<file path="src/otwtd_pkg.sv">
package otwtd_pkg;

   // Command codes
   localparam logic [7:0]  CMD_WARN_LIMIT     = 8'h51;
   localparam logic [7:0]  CMD_POWER_ON_WAIT_TIME      = 8'h60;

   // Word layout of both linear words
   localparam int unsigned MANT_WIDTH         = 11;
   localparam int unsigned EXP_WIDTH          = 5;
   localparam int unsigned TON_MANT_WIDTH     = 7;
   localparam int unsigned WORD_WIDTH         = 16;
   localparam logic [4:0]  EXP_FIXED          = 5'h00;

   // Reset values
   localparam logic [10:0] WARN_MANT_RESET    = 11'h078;
   localparam logic [6:0]  TON_MANT_RESET     = 7'h00;

   // Warning limit arithmetic, degrees Celsius
   localparam logic [11:0] WARN_HYSTERESIS    = 12'h014;
   localparam logic [10:0] DERIVE_OFFSET      = 11'h019;
   localparam logic [10:0] DERIVE_FLOOR       = 11'h064;
   localparam logic [10:0] WARN_MIN           = 11'h064;
   localparam logic [10:0] WARN_MAX           = 11'h08C;

   // Restart wait field codes and factor
   localparam logic [2:0]  RESTART_OFF        = 3'h0;
   localparam logic [2:0]  RESTART_CONT       = 3'h7;
   localparam int unsigned RESTART_BIT_POS    = 5;
   localparam logic [9:0]  RETRY_RISE_FACTOR  = 10'h007;

   // Vendor configuration bit position of the override
   localparam int unsigned OVERRIDE_BIT_POS   = 4;

   // Timing
   localparam int unsigned CLK_PERIOD_NS      = 25;
   localparam int unsigned MS_TIME_NS         = 1000000;
   localparam int unsigned SHORT_WAIT_NS      = 50000;
   localparam logic [15:0] MS_CYCLES          =
      16'((MS_TIME_NS + CLK_PERIOD_NS - 1) / CLK_PERIOD_NS);
   localparam logic [15:0] SHORT_WAIT_CYCLES  =
      16'((SHORT_WAIT_NS + CLK_PERIOD_NS - 1) / CLK_PERIOD_NS);

   // Restart controller states
   typedef enum logic [1:0]
   {
      RST_IDLE = 2'b00,
      RST_HOLD = 2'b01,
      RST_WAIT = 2'b10
   } otwtd_rst_state_t;

   // Programmed delay to one of sixteen supported delays, in ms
   function automatic logic [6:0] ton_bucket(input logic [6:0] mant);
      logic [6:0] ms;
      ms = 7'd100;
      if (mant <= 7'd6)
         ms = mant;
      else if (mant <= 7'd9)
         ms = 7'd7;
      else if (mant <= 7'd12)
         ms = 7'd10;
      else if (mant <= 7'd17)
         ms = 7'd14;
      else if (mant <= 7'd22)
         ms = 7'd19;
      else if (mant <= 7'd32)
         ms = 7'd27;
      else if (mant <= 7'd44)
         ms = 7'd37;
      else if (mant <= 7'd62)
         ms = 7'd52;
      else if (mant <= 7'd86)
         ms = 7'd72;
      return ms;
   endfunction : ton_bucket

endpackage : otwtd_pkg

</file>
<file path="src/otwtd_timer_if.sv">
`timescale 1ns/1ps
interface otwtd_timer_if;
   logic       start;
   logic [9:0] wait_ms;
   logic       busy;
   logic       done;

   modport ctrl
   (
      output start,
      output wait_ms,
      input  busy,
      input  done
   );

   modport timer
   (
      input  start,
      input  wait_ms,
      output busy,
      output done
   );
endinterface : otwtd_timer_if

</file>
<file path="src/otwtd_delay_timer.sv">
`timescale 1ns/1ps
module otwtd_delay_timer
#(
   parameter logic [15:0] P_MS_CYCLES    = otwtd_pkg::MS_CYCLES,
   parameter logic [15:0] P_SHORT_CYCLES = otwtd_pkg::SHORT_WAIT_CYCLES
)
(
   // Clock and reset
   input  wire logic i_ref_clk,
   input  wire logic i_rst_n,
   // Timer handshake
   otwtd_timer_if.timer tmr
);
   import otwtd_pkg::*;

   logic [15:0] cycle_left;
   logic [9:0]  ms_left;
   logic        busy;
   logic        done;

   wire         ms_tick   = busy && (cycle_left == 16'h0000);
   wire         last_tick = ms_tick && (ms_left == 10'h000);
   wire         take      = tmr.start && !busy;

   // Millisecond divider and countdown; zero wait gives the short wait
   always_ff @(posedge i_ref_clk or negedge i_rst_n)
   begin
      if (!i_rst_n)
      begin
         cycle_left <= 16'h0000;
         ms_left    <= 10'h000;
         busy       <= 1'b0;
         done       <= 1'b0;
      end
      else
      begin
         done <= last_tick;
         if (take)
         begin
            busy       <= 1'b1;
            cycle_left <= (tmr.wait_ms == 10'h000) ?
                          P_SHORT_CYCLES - 16'h0001 :
                          P_MS_CYCLES - 16'h0001;
            ms_left    <= (tmr.wait_ms == 10'h000) ?
                          10'h000 : tmr.wait_ms - 10'h001;
         end
         else if (last_tick)
            busy <= 1'b0;
         else if (ms_tick)
         begin
            ms_left    <= ms_left - 10'h001;
            cycle_left <= P_MS_CYCLES - 16'h0001;
         end
         else if (busy)
            cycle_left <= cycle_left - 16'h0001;
      end
   end

   assign tmr.busy = busy;
   assign tmr.done = done;

endmodule : otwtd_delay_timer

</file>
<file path="src/otwtd_top.sv">
`timescale 1ns/1ps
// Contract
// - Retry wait 000 means no restart; output held off until faults clear.
// - Retry wait 111 waits seven rise times, then restarts with soft start.
// - All three retry wait bits mirror stored restart bit five.
// - Raise warning when sensed temperature exceeds the warning limit.
// - Warning sets temperature summary, warning status bit and alert.
// - Warning stays latched until temperature is 20 degrees below limit.
// - Limit at or above fault limit is dropped, flags invalid data, alerts.
// - Override bit four of vendor config skips the ordering check.
// - Load default warning is fault limit minus 25, floored at 100.
// - Warning exponent is read-only zero; one step is one degree.
// - Warning mantissa is low eleven bits, writable, default 120.
// - Warning mantissa must lie between 100 and 140 degrees; override also skips this check, load default is not capped at 140.
// - Turn-on delay separates start request from output ramp start.
// - Loop follower ignores and NACKs delay access, flags bad command.
// - Store-all copies turn-on delay into nonvolatile storage.
// - Delay word is linear, exponent zero, mantissa default zero.
// - Delay mantissa selects one of sixteen delays; zero gives 50 us.
module otwtd_top
#(
   parameter logic [15:0] P_MS_CYCLES = otwtd_pkg::MS_CYCLES
)
(
   // Clock and reset
   input  wire logic                              i_ref_clk,
   input  wire logic                              i_rst_n,
   // Decoded command port
   input  wire logic                              i_cmd_valid,
   input  wire logic                              i_cmd_write,
   input  wire logic [7:0]                        i_cmd_code,
   input  wire logic [otwtd_pkg::WORD_WIDTH-1:0]  i_cmd_wdata,
   output      logic                              o_rsp_valid,
   output      logic                              o_rsp_ack,
   output      logic [otwtd_pkg::WORD_WIDTH-1:0]  o_rsp_rdata,
   // Configuration from neighbouring logic
   input  wire logic [7:0]                        i_vendor_config_reg,
   input  wire logic [7:0]                        i_fault_response,
   input  wire logic [otwtd_pkg::MANT_WIDTH-1:0]  i_hot_fault_level,
   input  wire logic                              i_loop_follower_pin,
   // Load and nonvolatile storage
   input  wire logic                              i_load,
   input  wire logic [6:0]                        i_nv_power_on_wait_time,
   input  wire logic                              i_store_all,
   output      logic                              o_nv_store,
   output      logic [6:0]                        o_nv_power_on_wait_time,
   // Temperature samples and fault clear
   input  wire logic                              i_temp_valid,
   input  wire logic [otwtd_pkg::MANT_WIDTH-1:0]  i_temp,
   input  wire logic                              i_clear_faults,
   // Status
   output      logic                              o_status_temperature,
   output      logic                              o_hot_warning_level,
   output      logic                              o_status_cml,
   output      logic                              o_cml_invalid_data,
   output      logic                              o_bad_command_fault,
   output      logic                              o_smbalert,
   // Sequencing
   input  wire logic                              i_start_request,
   output      logic                              o_ramp_start,
   input  wire logic                              i_ot_shutdown,
   input  wire logic [6:0]                        i_rise_ms,
   output      logic [2:0]                        o_restart_wait_field,
   output      logic                              o_restart_hold,
   output      logic                              o_restart
);
   import otwtd_pkg::*;

   logic [MANT_WIDTH-1:0]     warn_mant;
   logic [TON_MANT_WIDTH-1:0] ton_mant;
   logic                      lf_s1;
   logic                      lf_s2;
   logic                      lf_s3;
   logic                      loop_follower;
   logic                      warn_flag;
   logic                      invalid_data;
   logic                      bad_command;
   logic                      cml_flag;
   otwtd_rst_state_t          rst_state;
   otwtd_rst_state_t          next_rst_state;

   otwtd_timer_if ton_tmr ();
   otwtd_timer_if rty_tmr ();

   // Strap synchroniser, change accepted when stages two and three agree
   always_ff @(posedge i_ref_clk or negedge i_rst_n)
   begin
      if (!i_rst_n)
      begin
         lf_s1         <= 1'b0;
         lf_s2         <= 1'b0;
         lf_s3         <= 1'b0;
         loop_follower <= 1'b0;
      end
      else
      begin
         lf_s1 <= i_loop_follower_pin;
         lf_s2 <= lf_s1;
         lf_s3 <= lf_s2;
         if (lf_s2 == lf_s3)
            loop_follower <= lf_s3;
      end
   end

   // Command decode
   wire [MANT_WIDTH-1:0] wr_mant     = i_cmd_wdata[MANT_WIDTH-1:0];
   wire                  hit_warn    = i_cmd_valid &&
                                       (i_cmd_code == CMD_WARN_LIMIT);
   wire                  hit_ton     = i_cmd_valid &&
                                       (i_cmd_code == CMD_POWER_ON_WAIT_TIME);
   wire                  override    = i_vendor_config_reg[OVERRIDE_BIT_POS];
   wire                  warn_write  = hit_warn && i_cmd_write;
   wire                  bad_order   = wr_mant >= i_hot_fault_level;
   wire                  bad_range   = (wr_mant < WARN_MIN) ||
                                       (wr_mant > WARN_MAX);
   wire                  warn_reject = warn_write && !override &&
                                       (bad_order || bad_range);
   wire                  warn_accept = warn_write && !warn_reject;
   wire                  ton_blocked = hit_ton && loop_follower;
   wire                  ton_write   = hit_ton && i_cmd_write &&
                                       !loop_follower;
   wire                  cmd_hit     = hit_warn || (hit_ton &&
                                       !loop_follower);

   // Read words with fixed zero exponents
   wire [WORD_WIDTH-1:0] warn_word   = {EXP_FIXED, warn_mant};
   wire [WORD_WIDTH-1:0] ton_word    = {EXP_FIXED, 4'h0, ton_mant};
   wire [WORD_WIDTH-1:0] read_word   = hit_warn ? warn_word :
                                       (hit_ton ? ton_word : 16'h0000);

   // Load-time default warning limit
   wire                  derive_low  = i_hot_fault_level <
                                       (DERIVE_FLOOR + DERIVE_OFFSET);
   wire [MANT_WIDTH-1:0] derived     = derive_low ? DERIVE_FLOOR :
                                       i_hot_fault_level - DERIVE_OFFSET;

   // Warning limit and turn-on delay storage
   always_ff @(posedge i_ref_clk or negedge i_rst_n)
   begin
      if (!i_rst_n)
      begin
         warn_mant <= WARN_MANT_RESET;
         ton_mant  <= TON_MANT_RESET;
      end
      else
      begin
         if (i_load)
         begin
            warn_mant <= derived;
            ton_mant  <= i_nv_power_on_wait_time;
         end
         else
         begin
            if (warn_accept)
               warn_mant <= wr_mant;
            if (ton_write)
               ton_mant <= i_cmd_wdata[TON_MANT_WIDTH-1:0];
         end
      end
   end

   // Command response, NACK for blocked or unknown codes
   always_ff @(posedge i_ref_clk or negedge i_rst_n)
   begin
      if (!i_rst_n)
      begin
         o_rsp_valid <= 1'b0;
         o_rsp_ack   <= 1'b0;
         o_rsp_rdata <= 16'h0000;
      end
      else
      begin
         o_rsp_valid <= i_cmd_valid;
         o_rsp_ack   <= cmd_hit;
         o_rsp_rdata <= (cmd_hit && !i_cmd_write) ? read_word : 16'h0000;
      end
   end

   // Nonvolatile copy of the turn-on delay
   always_ff @(posedge i_ref_clk or negedge i_rst_n)
   begin
      if (!i_rst_n)
      begin
         o_nv_store     <= 1'b0;
         o_nv_power_on_wait_time <= 7'h00;
      end
      else
      begin
         o_nv_store <= i_store_all;
         if (i_store_all)
            o_nv_power_on_wait_time <= ton_mant;
      end
   end

   // Warning compare and release with hysteresis
   wire temp_above    = i_temp > warn_mant;
   wire temp_released = ({1'b0, i_temp} + WARN_HYSTERESIS) <=
                        {1'b0, warn_mant};
   wire warn_set      = i_temp_valid && temp_above;
   wire warn_clr      = (i_temp_valid && temp_released) || i_clear_faults;
   wire next_warn     = warn_set || (warn_flag && !warn_clr);
   wire next_invalid  = warn_reject || (invalid_data && !i_clear_faults);
   wire next_bad_cmd  = ton_blocked || (bad_command && !i_clear_faults);
   wire next_cml      = warn_reject || ton_blocked ||
                        (cml_flag && !i_clear_faults);

   // Sticky status, set wins over clear
   always_ff @(posedge i_ref_clk or negedge i_rst_n)
   begin
      if (!i_rst_n)
      begin
         warn_flag    <= 1'b0;
         invalid_data <= 1'b0;
         bad_command  <= 1'b0;
         cml_flag     <= 1'b0;
         o_smbalert   <= 1'b0;
      end
      else
      begin
         warn_flag    <= next_warn;
         invalid_data <= next_invalid;
         bad_command  <= next_bad_cmd;
         cml_flag     <= next_cml;
         o_smbalert   <= next_warn || next_cml;
      end
   end

   assign o_status_temperature = warn_flag;
   assign o_hot_warning_level  = warn_flag;
   assign o_status_cml         = cml_flag;
   assign o_cml_invalid_data   = invalid_data;
   assign o_bad_command_fault  = bad_command;

   // Turn-on delay sequencing
   assign ton_tmr.start   = i_start_request && !ton_tmr.busy;
   assign ton_tmr.wait_ms = {3'b000, ton_bucket(ton_mant)};

   otwtd_delay_timer
   #(
      .P_MS_CYCLES    (P_MS_CYCLES),
      .P_SHORT_CYCLES (SHORT_WAIT_CYCLES)
   )
   u_ton_timer
   (
      .i_ref_clk (i_ref_clk),
      .i_rst_n   (i_rst_n),
      .tmr       (ton_tmr)
   );

   // Restart after over-temperature shutdown
   wire [2:0] wait_field = {3{i_fault_response[RESTART_BIT_POS]}};
   wire       go_hold    = i_ot_shutdown &&
                           (wait_field == RESTART_OFF);
   wire       go_wait    = i_ot_shutdown &&
                           (wait_field == RESTART_CONT);

   assign rty_tmr.start   = (rst_state == RST_IDLE) && go_wait;
   assign rty_tmr.wait_ms = {3'b000, i_rise_ms} * RETRY_RISE_FACTOR;

   otwtd_delay_timer
   #(
      .P_MS_CYCLES    (P_MS_CYCLES),
      .P_SHORT_CYCLES (SHORT_WAIT_CYCLES)
   )
   u_retry_timer
   (
      .i_ref_clk (i_ref_clk),
      .i_rst_n   (i_rst_n),
      .tmr       (rty_tmr)
   );

   always_comb
   begin
      next_rst_state = rst_state;
      case (rst_state)
         RST_IDLE:
            if (go_hold)
               next_rst_state = RST_HOLD;
            else if (go_wait)
               next_rst_state = RST_WAIT;
         RST_HOLD:
            if (i_clear_faults)
               next_rst_state = RST_IDLE;
         RST_WAIT:
            if (rty_tmr.done)
               next_rst_state = RST_IDLE;
         default:
            next_rst_state = RST_IDLE;
      endcase
   end

   always_ff @(posedge i_ref_clk or negedge i_rst_n)
   begin
      if (!i_rst_n)
      begin
         rst_state    <= RST_IDLE;
         o_restart    <= 1'b0;
         o_ramp_start <= 1'b0;
      end
      else
      begin
         rst_state    <= next_rst_state;
         o_restart    <= (rst_state == RST_WAIT) && rty_tmr.done;
         o_ramp_start <= ton_tmr.done;
      end
   end

   assign o_restart_wait_field = wait_field;
   assign o_restart_hold       = (rst_state == RST_HOLD);

endmodule : otwtd_top

</file>
<file path="config.mk">
export PLATFORM = sky130hd
export DESIGN_NAME = otwtd_top
export DESIGN_NICKNAME = d
export VERILOG_FILES = /design/src/otwtd_pkg.sv /design/src/otwtd_timer_if.sv /design/src/otwtd_delay_timer.sv /design/src/otwtd_top.sv
export SDC_FILE = /design/constraint.sdc
export NUM_CORES = 1
export LEC_CHECK = 0
export ABC_AREA = 1
export BUFFER_PORTS_ARGS = -buffer_cell sky130_fd_sc_hd__buf_2
export CAP_MARGIN = 20
export CORE_MARGIN = 2
export CORE_UTILIZATION = 30
export CTS_CLUSTER_DIAMETER = 150
export CTS_CLUSTER_SIZE = 16
export DETAILED_ROUTE_END_ITERATION = 7
export GPL_TIMING_DRIVEN = 0
export SLEW_MARGIN = 15
export SYNTH_ARGS = -nofsm -noshare
export SYNTH_HDL_FRONTEND = slang
export SYNTH_SLANG_ARGS = --single-unit
</file>
<file path="constraint.sdc">
create_clock -name i_ref_clk -period 1.85 [get_ports i_ref_clk]
set_input_delay 0.2775 -clock i_ref_clk [delete_from_list [all_inputs] [get_ports i_ref_clk]]
set_output_delay 0.2775 -clock i_ref_clk [all_outputs]
set_load 0.01 [all_outputs]
</file>
==> metrics.md <==
| Metric | Value |
|---|---|
| Final Worst Setup Slack | -603.5 ps |
| Share of synthesized registers carrying an async set or reset | 100.0% |
| P_leak | 0.005163 uW |
| Critical path type | input port to register |
| Fin crit share | 132.6% |
| Residual DRC | 0 |
| Relative max-transition margin | 62.57% |
| Initial Util | 30.25% |
| Placement Rows | 59 |
| Power Density | 593.4 nW/um2 |
| Setup crit start kind | input port |
| Post-synth EDFFs | 0 |
| Total CTS buffers | 9 |
| Clk pin slew, worst setup/hold paths | 70 ps |
| Fillers | 2537 |
| Leading area contributor after synthesis | dfrtp_1 |
| Syn Area/Cell | 7.353 um2 |
| Critical Path RT | 2090 ps |
| Vias in the first global route | 7416 |
| Worst Setup End Kind | register |
| Final Wtd Congestion | roughly 0.93 |
| Crit path max fanout | 5 |
| Adder-cell share of the synthesized area | between 10% and 20% |
| Area Overhead vs Synth | 39.25% |
| IO Count | 125 |
| Die W | roughly 170 um |
| FMAX | 407.6 MHz |
| Post-synth top flop | dfrtp_1 |
| Critical path's most frequent cell | nor2_4 |
| Post-synthesis mux area share | 0% |
| Die area | 27360 um2 |
| Cells after Synth | 1063 |
| Mapped cell area | 7816 um2 |
| CTS sink count | 108 |
| CTS root buffer | clkbuf_16 |
| Post-Route WL | roughly 23000 um |
| Clock skew | between 15 and 20 ps |
| Synth Area in Compound Gates | about 15% |
| Crit-path cells | buf_8 > fa_1 > ha_2 > inv_2 > fa_2 > nand2_2 > nor2_4 > nand3_2 > nor2_4 > nand2_2 > nor2_4 > nor2_4 > nand2_1 > nand2_1 > nand2_1 > o21ai_1 |
| CP peak stage delay | 540 ps |
| CP arrival | 2700 ps |
| Chip height | 165.4 um |
| Worst reg-to-reg setup slack | -310 ps |
| Hold path cells | 1 |
| Drt wl/cell | 14.03 um |
| Routed Antenna Nets | 0 |
| Vias post-DR | 7799 |
| Tmin final | around 2500 ps |
| GRT overflow | 0 |
| Maximum vdd ir drop | 0.4572 mV |
| HPWL Detailed | 15910 um |
| Total power | about 6500 uW |
| First-pass GRT wire length | between 30000 and 40000 um |
| Slew Viols, Final | 0 |
| Finish-stage setup viols | 54 |
| R2R depth | 14 |
| Yosys cell types | 54 |
| Pre-antenna DRT Iters | 5 |
| Iter 0 DRT Violations | 354 |
| Core ar. | around 26000 um2 |
| Antenna Cells | 0 |
| Top-area cell type share of the netlist area | 33.30% |
| Port Buf Inserts | 100 |
| Violated checks | negative setup slack |
| Count leader, synth | nand2_1 |
| WHS Endpoint | lf_s1 |
| CP bufs+invs | 2 |
| YS warnings | 0 |
| Fin. Hold Viols | 0 |
| CP top delay family | adder cells |
| Area share of and/or/nand/nor cells after synthesis | 26.73% |
| H-tree Lvls | 3 |
| Seq cells post-synth | 108 |
| Synth area leaders | dfrtp_1 33%, nand2_1 9.8%, ha_1 8.2% |
| XOR/XNOR share of the synthesized area | under 10% |
| Max cap viols | 0 |
| Worst slew pin tran | 561.4 ps |
| RSZ-0062 raised after global routing | yes |
| Post-route setup TNS | -15020 ps |
| Post-synthesis sequential area ratio | around 35% |
| Initial antenna violation count | 0 |
| TritonCTS clock tree | built |
| DR vias/cell | 4.838 |
| Status | complete, but fails checks |
| All-Layer GR Usage | 16.27% |
| Crit-path slowest cell | fa_2 |
| Min-delay src | i_loop_follower_pin |
| RR Startpoint | u_retry_timer.ms_left[1] |
| Hold WC Path Type | input port to register |
| Worst skew pair latency | roughly 370 ps |
| Critical R2R Capture | u_retry_timer.cycle_left[15] |
| Main combinational cell family by area after synthesis | simple AND/OR/NAND/NOR gates |
| Nets | 1417 |
| Synth cell count leaders | 205 x nand2_1, 139 x inv_1, 133 x nor2_1 |
| Deepest clock path buffer count | 2 |
| Share of layout cells above drive strength 1 | 33.83% |
| Largest net degree at the start of global routing | 72 |
| Layout Utilization | 42.13% |
==> worst register-to-register path, cell delays in order (launching register included) <==
cell     delay (ps)
dfrtp_1         400
inv_2            90
ha_4            130
inv_1            40
nor2_1          100
nand2_1          90
nor2_2          140
nand2_2          70
nor2_2          110
nand4_1         120
nand3_1         160
nand2_2         140
buf_2           220
o21ai_0         110
o22ai_2         100
==> stage by stage <==
stage                     instance area (um2)  setup WS [ps]  std cells  hold slack, ps
after floorplan                          7869         -739.3       1067          -18.09
after global placement                   8788          -1231       1502           334.2
after detailed placement                 8822          -1297       1503           221.9
after CTS                               10140         -583.3       1584           12.41
after global routing                    10880         -722.5       1612           14.12
final                                   10880         -603.5       1612           25.22
==> power by group <==
group / switching (uW) / internal, uW / total (uW)
Clock: 948 / 1200 / 2150
Combinational: 1020 / 766 / 1790
Sequential: 74.5 / 2450 / 2520
==> kinds of logic (layout without fill, tap and decap cells) <==
family / after synthesis / after routing
AND/OR/NAND/NOR: 482 / 483
AO/OA/AOI/OAI: 201 / 201
buffers and inverters: 174 / 383
flip-flops: 108 / 108
adder cells (fa/ha/maj): 59 / 59
XOR/XNOR: 38 / 38
other: 1 / 5
==> worst max-delay path by stage <==
stage / start / endpoint / slack, ps / cells past startpoint
final: i_rise_ms[2] / u_retry_timer.ms_left[9] / -600 / 16
after global routing: i_rise_ms[2] / u_retry_timer.ms_left[9] / -720 / 16
after CTS: i_rise_ms[2] / u_retry_timer.ms_left[8] / -580 / 15
after detailed placement: i_rise_ms[0] / u_retry_timer.cycle_left[15] / -1300 / 12
after global placement: i_rise_ms[0] / u_retry_timer.cycle_left[15] / -1230 / 12
after floorplan: i_rise_ms[0] / u_retry_timer.ms_left[9] / -740 / 15
==> final cells by class <==
class / instances / area, um2 / share of cell area [%]
clock inverters: 7 / 98.84 / 0.9081
inverters: 146 / 565.5 / 5.196
plain buffers: 27 / 222.7 / 2.046
clock buffers: 9 / 225.2 / 2.069
flip-flops and latches: 108 / 2714 / 24.93
multi-input cells: 786 / 5238 / 48.12
well taps: 335 / 419.2 / 3.851
repair buffers: 194 / 1401 / 12.87
==> flip-flops by register name, summed over array words and instances (netlist names), 2 cells and up <==
signal	flops
ton_mant	7
u_ton_timer.cycle_left	16
o_rsp_rdata	11
o_nv_power_on_wait_time	7
u_ton_timer.ms_left	10
u_retry_timer.cycle_left	16
u_retry_timer.ms_left	10
warn_mant	11
rst_state	2
==> timing repair <==
action	CTS	global route
endpoints found under the hold margin	37	0
resized for setup	153	119
pin swaps	59	63
hold buffers	1	0
setup buffers	60	29
endpoints found under the setup margin	66	74
cloned	4	2
==> cell usage in the layout, fill, tap and decap left out, drive strengths merged, types with 11 or more instances in the layout <==
master / netlist / layout
inv: 146 / 148
buf: 24 / 213
o22ai: 11 / 11
o21ai: 93 / 93
xor2: 27 / 27
nor3: 28 / 28
nand3: 64 / 64
clkbuf: 4 / 16
nor2: 142 / 143
nand2: 212 / 212
ha: 51 / 51
a21oi: 62 / 62
dfrtp: 104 / 104
a31oi: 11 / 11
xnor2: 11 / 11
nand4: 21 / 21
==> layer usage <==
| layer | GRT usage (%) | routed length (um) |
|---|---|---|
| met2 | 28.26 | 11240 |
| met3 | 1.748 | 679 |
| met4 | 6.897 | 751 |
| met5 | 0 | 0 |
| met1 | 20.53 | 9955 |
(Power assumes the default switching activity.)
